==> src/hw/led_pkg.sv <==
// constants for the fault and activity indicator logic
// assumes a single 100 MHz clock
package led_pkg;
    localparam int unsigned clk_hz = 100000000;
    // blink timing in milliseconds
    localparam int unsigned blink_on_ms = 200;
    localparam int unsigned blink_off_ms = 200;
    localparam int unsigned group_pause_ms = 1000;
    localparam int unsigned ms_cycles = clk_hz / 1000;
    localparam logic [31:0] blink_on_cycles = 32'(blink_on_ms * ms_cycles);
    localparam logic [31:0] blink_off_cycles = 32'(blink_off_ms * ms_cycles);
    localparam logic [31:0] pause_cycles = 32'(group_pause_ms * ms_cycles);
    // blink counts per error code
    localparam logic [1:0] blinks_none = 2'h0;
    localparam logic [1:0] blinks_unprog = 2'h2;
    localparam logic [1:0] blinks_wrong_fw = 2'h3;
    // width of the rail-enable vector for one output signal
    localparam int unsigned rail_w = 8;
    // fault cause bits in the report word
    localparam int unsigned cause_w = 7;
    localparam int unsigned cause_ov = 0;
    localparam int unsigned cause_oc = 1;
    localparam int unsigned cause_cfg = 2;
    localparam int unsigned cause_drv = 3;
    localparam int unsigned cause_model = 4;
    localparam int unsigned cause_unprog = 5;
    localparam int unsigned cause_wrong_fw = 6;
    typedef enum logic [3:0] {
        st_idle  = 4'h1,
        st_on    = 4'h2,
        st_off   = 4'h4,
        st_pause = 4'h8
    } blink_state_t;
endpackage

==> src/hw/blink_gen.sv <==
// blink group generator: repeats groups of n blinks with a pause
// assumes count is held steady while enable is high
`timescale 1ns/1ps
module blink_gen #(
    parameter logic [31:0] on_cycles = led_pkg::blink_on_cycles,
    parameter logic [31:0] off_cycles = led_pkg::blink_off_cycles,
    parameter logic [31:0] pause_cycles = led_pkg::pause_cycles
)
(
    input wire logic clk,
    input wire logic reset_n,
    input wire logic enable,
    input wire logic [1:0] count,
    output logic lamp
);
    led_pkg::blink_state_t state_reg;
    led_pkg::blink_state_t state_next;
    logic [31:0] timer_reg;
    logic [31:0] timer_next;
    logic [1:0] done_reg;
    logic [1:0] done_next;
    logic lamp_next;
    wire expired = (timer_reg == 32'h0);
    wire last_blink = ((done_reg + 2'h1) >= count);

    // -----------------------------------------
    // sequencer
    // -----------------------------------------
    always_comb
    begin
        state_next = state_reg;
        timer_next = expired ? timer_reg : timer_reg - 32'h1;
        done_next = done_reg;
        case (state_reg)
            led_pkg::st_idle:
            begin
                done_next = 2'h0;
                if (enable && count != 2'h0)
                begin
                    state_next = led_pkg::st_on;
                    timer_next = on_cycles - 32'h1;
                end
            end
            led_pkg::st_on:
                if (expired)
                begin
                    done_next = done_reg + 2'h1;
                    state_next = last_blink ? led_pkg::st_pause
                                            : led_pkg::st_off;
                    timer_next = last_blink ? pause_cycles - 32'h1
                                            : off_cycles - 32'h1;
                end
            led_pkg::st_off:
                if (expired)
                begin
                    state_next = led_pkg::st_on;
                    timer_next = on_cycles - 32'h1;
                end
            led_pkg::st_pause:
                if (expired)
                begin
                    done_next = 2'h0;
                    state_next = led_pkg::st_on;
                    timer_next = on_cycles - 32'h1;
                end
            default:
                state_next = led_pkg::st_idle;
        endcase
        if (!enable)
        begin
            state_next = led_pkg::st_idle;
        end
        lamp_next = (state_next == led_pkg::st_on);
    end

    always_ff @(posedge clk or negedge reset_n)
    begin
        if (!reset_n)
        begin
            state_reg <= led_pkg::st_idle;
            timer_reg <= 32'h0;
            done_reg <= 2'h0;
            lamp <= 1'b0;
        end
        else
        begin
            state_reg <= state_next;
            timer_reg <= timer_next;
            done_reg <= done_next;
            lamp <= lamp_next;
        end
    end
endmodule

==> src/hw/fault_status_led_indicator.sv <==
// fault and activity indicator logic of the simulator base module
// assumes all inputs synchronous to clk; realtime_host_unit clears faults
`timescale 1ns/1ps
module fault_status_led_indicator #(
    parameter logic [31:0] on_cycles = led_pkg::blink_on_cycles,
    parameter logic [31:0] off_cycles = led_pkg::blink_off_cycles,
    parameter logic [31:0] pause_cycles = led_pkg::pause_cycles
)
(
    input wire logic clk,
    input wire logic reset_n,
    input wire logic logic_configured,
    input wire logic link_reset_done,
    input wire logic logic_unprogrammed,
    input wire logic firmware_mismatch,
    input wire logic overvoltage,
    input wire logic overcurrent,
    input wire logic driver_select_invalid,
    input wire logic model_condition_invalid,
    input wire logic [led_pkg::rail_w-1:0] rail_enable_req,
    input wire logic fault_clear,
    output logic [led_pkg::rail_w-1:0] rail_enable_out,
    output logic yellow_led,
    output logic red_led,
    output logic [led_pkg::cause_w-1:0] fault_cause,
    output logic fault_report
);
    // -----------------------------------------
    // configuration check
    // -----------------------------------------
    function automatic logic many_set(input logic [led_pkg::rail_w-1:0] v);
        logic [led_pkg::rail_w-1:0] low;
        low = v & (v - 1'b1);
        return low != '0;
    endfunction

    wire cfg_invalid = many_set(rail_enable_req);
    wire [led_pkg::cause_w-1:0] events = {
        firmware_mismatch,
        logic_unprogrammed,
        model_condition_invalid,
        driver_select_invalid,
        cfg_invalid,
        overcurrent,
        overvoltage
    };
    logic [led_pkg::cause_w-1:0] cause_next;
    logic [led_pkg::rail_w-1:0] rail_next;

    // sticky causes; a new event wins over a clear
    assign cause_next = (fault_clear ? '0 : fault_cause) | events;

    // hold last valid setting while the request is invalid
    assign rail_next = cfg_invalid ? rail_enable_out : rail_enable_req;

    // -----------------------------------------
    // indicator selection
    // -----------------------------------------
    wire fault_any = (cause_next != '0);
    wire code_unprog = cause_next[led_pkg::cause_unprog];
    wire code_wrong = cause_next[led_pkg::cause_wrong_fw];
    wire [1:0] blink_count = code_wrong ? led_pkg::blinks_wrong_fw
                           : code_unprog ? led_pkg::blinks_unprog
                           : led_pkg::blinks_none;
    wire blinking = fault_any && (blink_count != led_pkg::blinks_none);
    wire activity = logic_configured && link_reset_done;
    logic blink_lamp;
    logic yellow_next;

    blink_gen #(
        .on_cycles(on_cycles),
        .off_cycles(off_cycles),
        .pause_cycles(pause_cycles)
    ) u_blink (
        .clk(clk),
        .reset_n(reset_n),
        .enable(blinking),
        .count(blink_count),
        .lamp(blink_lamp)
    );

    // activity when no fault, steady on for general error, code pattern for unprogrammed or wrong firmware
    assign yellow_next = !fault_any ? activity
                       : blinking ? blink_lamp
                       : 1'b1;

    // -----------------------------------------
    // output registers
    // -----------------------------------------
    always_ff @(posedge clk or negedge reset_n)
    begin
        if (!reset_n)
        begin
            fault_cause <= '0;
            rail_enable_out <= '0;
            red_led <= 1'b0;
            fault_report <= 1'b0;
            yellow_led <= 1'b0;
        end
        else
        begin
            fault_cause <= cause_next;
            rail_enable_out <= rail_next;
            red_led <= fault_any;
            fault_report <= fault_any;
            yellow_led <= yellow_next;
        end
    end
endmodule

==> config.mk <==
export PLATFORM = sky130hd
export DESIGN_NAME = fault_status_led_indicator
export DESIGN_NICKNAME = d
export VERILOG_FILES = /design/src/hw/led_pkg.sv /design/src/hw/blink_gen.sv /design/src/hw/fault_status_led_indicator.sv
export SDC_FILE = /design/constraint.sdc
export NUM_CORES = 1
export LEC_CHECK = 0
export BUFFER_PORTS_ARGS = -buffer_cell sky130_fd_sc_hd__buf_2
export CAP_MARGIN = 5
export CORE_UTILIZATION = 58
export CTS_CLUSTER_DIAMETER = 120
export CTS_CLUSTER_SIZE = 30
export DETAILED_ROUTE_END_ITERATION = 7
export GPL_TIMING_DRIVEN = 1
export HOLD_SLACK_MARGIN = 0.05
export PLACE_DENSITY = 0.86
export SYNTH_ARGS = -nofsm -noshare
export SYNTH_HDL_FRONTEND = slang
export SYNTH_HIERARCHICAL = 1
export SYNTH_SLANG_ARGS = --single-unit
export TNS_END_PERCENT = 100
==> constraint.sdc <==
create_clock -name clk -period 3.2 [get_ports clk]
set_input_delay 0.64 -clock clk [delete_from_list [all_inputs] [get_ports clk]]
set_output_delay 0.64 -clock clk [all_outputs]
set_load 0.01 [all_outputs]
==> results.md <==
- Max Slew Vio Count: 0
- Die area: 5590 um^2
- Total number of vias: 2661
- Avg Vias per Cell: 6.41
- Ant. Diodes: 0
- Setup Skew: 0.0155 ns
- TritonRoute pass-1 iters: 5
- Syn Std Cell Area: 3070 um^2
- FF-to-FF setup slack: 0.41 ns
- Largest register FFs: 32
- Global-route wire length before repair: 11200 um
- DRC Markers: 0
- H-Tree Depth: 2
- Flops & latches, synth: 56
- RSZ-0062 raised after global routing: no
- Initial antenna violation count: 0
- Post-DP HPWL: 5030 um
- Final hold violations: 0
- Syn Area/Cell: 9.94 um^2
- Grt met1 use: 0.361
- Layout Nets: 367
- Synth Flop Type: dfrtp_1
- Hold-fix buffers, CTS: 0
- Data arrival time of the critical path: 2.96 ns
- I/O pins: 37
- Final setup viols: 0
- Routed len/inst: 16.7 um
- WHS: 0.273 ns
- Post-route minimum period: 2.79 ns
- Clk_lat worst skew: 0.31 ns
- CTS tree: yes
- Clk slew on worst S/H paths: 0.11 ns
- Asr flop ratio synth: 1.00
- Post-CTS Setup Inserts: 0
- Num CTS Buffers: 5
- Slew HR: 0.577
- Area growth syn-to-layout: 10.6%
- PortBufs: 36
- Worst path top cell family by delay: simple AND/OR/NAND/NOR gates
- Post-cts sizing count: 0
- Met2 Use GR: 0.414
- DRT antenna net count: 0
- Status: finished clean
- Gr ovfl total: 0
- Vias in the first global route: 2473
- Least-Margin Pin Slew: 0.626 ns
- VDD IR max: 375 uV
- Placement Rows: 26
- Bufs on Longest Clock Path: 2
- Initial Utilization: 0.601
- Startpoint Class: register
- CP Cell Sequence: or4_1 > nor4_1 > nand3_1 > o21ai_1 > o21ai_0
- Crit share post-route: 0.872
- WS Path Type: register to register
- Max stage delay on crit path: 0.69 ns
- Placer Congestion: 0.926
- Reg2reg end: u_blink/timer_reg[23]
- GRT busiest layer: met2
- Worst Path Required: 3.37 ns
- EDFF count, synth: 0
- # Max-Cap Violations: 0
- Max Freq: 358 MHz
- Die height: 74.8 um
- Seq/Total Area, Yosys: 0.457
- Setup TNS: 0 ns
- Worst r2r src: u_blink/timer_reg[5]
- Slowest library cell on the worst path: or4_1
- Clock Root Buffer: clkbuf_8
- Clock sinks: 56
- Layout cell share with drive strength beyond 1: 0.223
- Largest net degree at the start of global routing: 37
- Worst setup EP type: register
- Starting DRT DRC Count: 282
- Synth cell types: 53
- Total track usage: 0.260
- Critical Path Fanout Max: 10
- Net count after synthesis: 332
- GR met3 Demand/Resource: 0.0602
- CP Buf/Inv Count: 0
- Drt total wl: 6930 um
- Core region area: 5110 um^2
- Die X: 74.8 um
- Reg2Reg Depth: 5
- Synthesized instance count: 309
- Leakage: 1.30 nW
- PD cells: 489 nW/um^2
- Worst hold path type: input port to asynchronous set/reset pin
- Synth warn: 6
[cell families after synthesis]
group                      Yosys count  share of synthesized area
adders and majority gates            4                     0.0163
AOI/OAI and AO/OA                   77                      0.163
and+or+nand+nor                    130                      0.252
muxes                                9                     0.0411
DFF                                 56                      0.457
buffers and inverters               20                     0.0342
xor gates and xnor gates            13                     0.0371
[how the worst max path moves through the flow]
| stage | end | startpoint | cells past startpoint | slack (ns) |
|---|---|---|---|---|
| 2_1_floorplan | u_blink/timer_reg[31] | u_blink/timer_reg[5] | 7 | 0.67 |
| 3_3_place_gp | u_blink/timer_reg[30] | u_blink/timer_reg[0] | 7 | 0.60 |
| 3_5_place_dp | u_blink/timer_reg[23] | u_blink/timer_reg[5] | 5 | 0.52 |
| 4_1_cts | u_blink/timer_reg[23] | u_blink/timer_reg[5] | 5 | 0.42 |
| 5_1_grt | u_blink/timer_reg[23] | u_blink/timer_reg[5] | 5 | 0.17 |
| 6_report | u_blink/timer_reg[23] | u_blink/timer_reg[5] | 5 | 0.41 |
[per-stage QoR]
stage / total power, mW / instances / cell area [um^2] / worst slack, ns / utilization
2_1_floorplan: 1.11 / 309 / 3070 / 0.671 / -
3_3_place_gp: 1.26 / 407 / 3310 / 0.604 / 0.647
3_5_place_dp: 1.28 / 407 / 3310 / 0.517 / 0.647
4_1_cts: 1.67 / 415 / 3400 / 0.419 / 0.665
5_1_grt: 1.74 / 415 / 3400 / 0.174 / 0.665
6_report: 1.66 / 415 / 3400 / 0.409 / 0.665
[Yosys cell counts, types with 2 or more instances]
cell,number,share of area
or2_2,4,0.0081
mux2_4,7,0.034
buf_2,2,0.0033
or3_1,11,0.022
or4_4,2,0.0073
nor3_1,12,0.020
a21oi_1,11,0.018
nor2_1,14,0.017
xnor2_1,7,0.020
o311ai_0,2,0.0057
or4b_2,2,0.0065
clkbuf_1,10,0.012
a21o_1,9,0.022
xor2_1,6,0.017
o41ai_1,2,0.0057
ha_1,4,0.016
nand3_1,15,0.024
or3_2,2,0.0049
o21ai_0,20,0.033
nor4_1,14,0.029
nor4b_1,3,0.0086
o31ai_1,11,0.027
o21ai_1,2,0.0033
a31oi_1,6,0.012
nand2b_1,7,0.014
nand2_1,15,0.018
inv_1,5,0.0061
dfrtp_1,55,0.45
o211ai_1,3,0.0073
or4_2,2,0.0057
nand4_1,5,0.010
or4_1,14,0.034
a211oi_1,5,0.012
[layout by cell type, fill, tap and decap left out, types with 5 or more instances in the layout]
cell type	instances
dfrtp_1	55
buf_2	36
o21ai_0	20
nand2_1	15
nand3_1	15
or4_1	14
nor4_1	14
nor2_1	14
nor3_1	12
or3_1	11
a21oi_1	11
o31ai_1	11
a21o_1	9
mux2_4	7
buf_4	7
nand2b_1	7
xnor2_1	7
xor2_1	6
a31oi_1	6
inv_1	5
clkbuf_8	5
a211oi_1	5
nand4_1	5
[layer usage]
layer	up-vias	share of wire
li1	1267	-
met1	1290	0.45
met2	96	0.48
met3	8	0.063
met4	0	0.0085
met5	-	0
[report_power, final]
group          switching, mW  internal, mW
logic                  0.238         0.181
clock network          0.236         0.156
registers             0.0658         0.785
[layout make-up]
cell class	count	area, um^2
multi-input cells	233	1560
repair buffers	43	233
clock inverters	3	21.3
fillers	412	1710
well taps	70	87.6
clock buffers	5	68.8
flip-flops and latches	56	1400
inverters	5	18.8
[worst reg2reg max path, stage by stage (launching register included)]
cell	delay (ns)
dfrtp_1	0.42
or4_1	0.69
nor4_1	0.46
nand3_1	0.38
o21ai_1	0.54
o21ai_0	0.18
No activity file was read; power rests on OpenSTA's default activity.
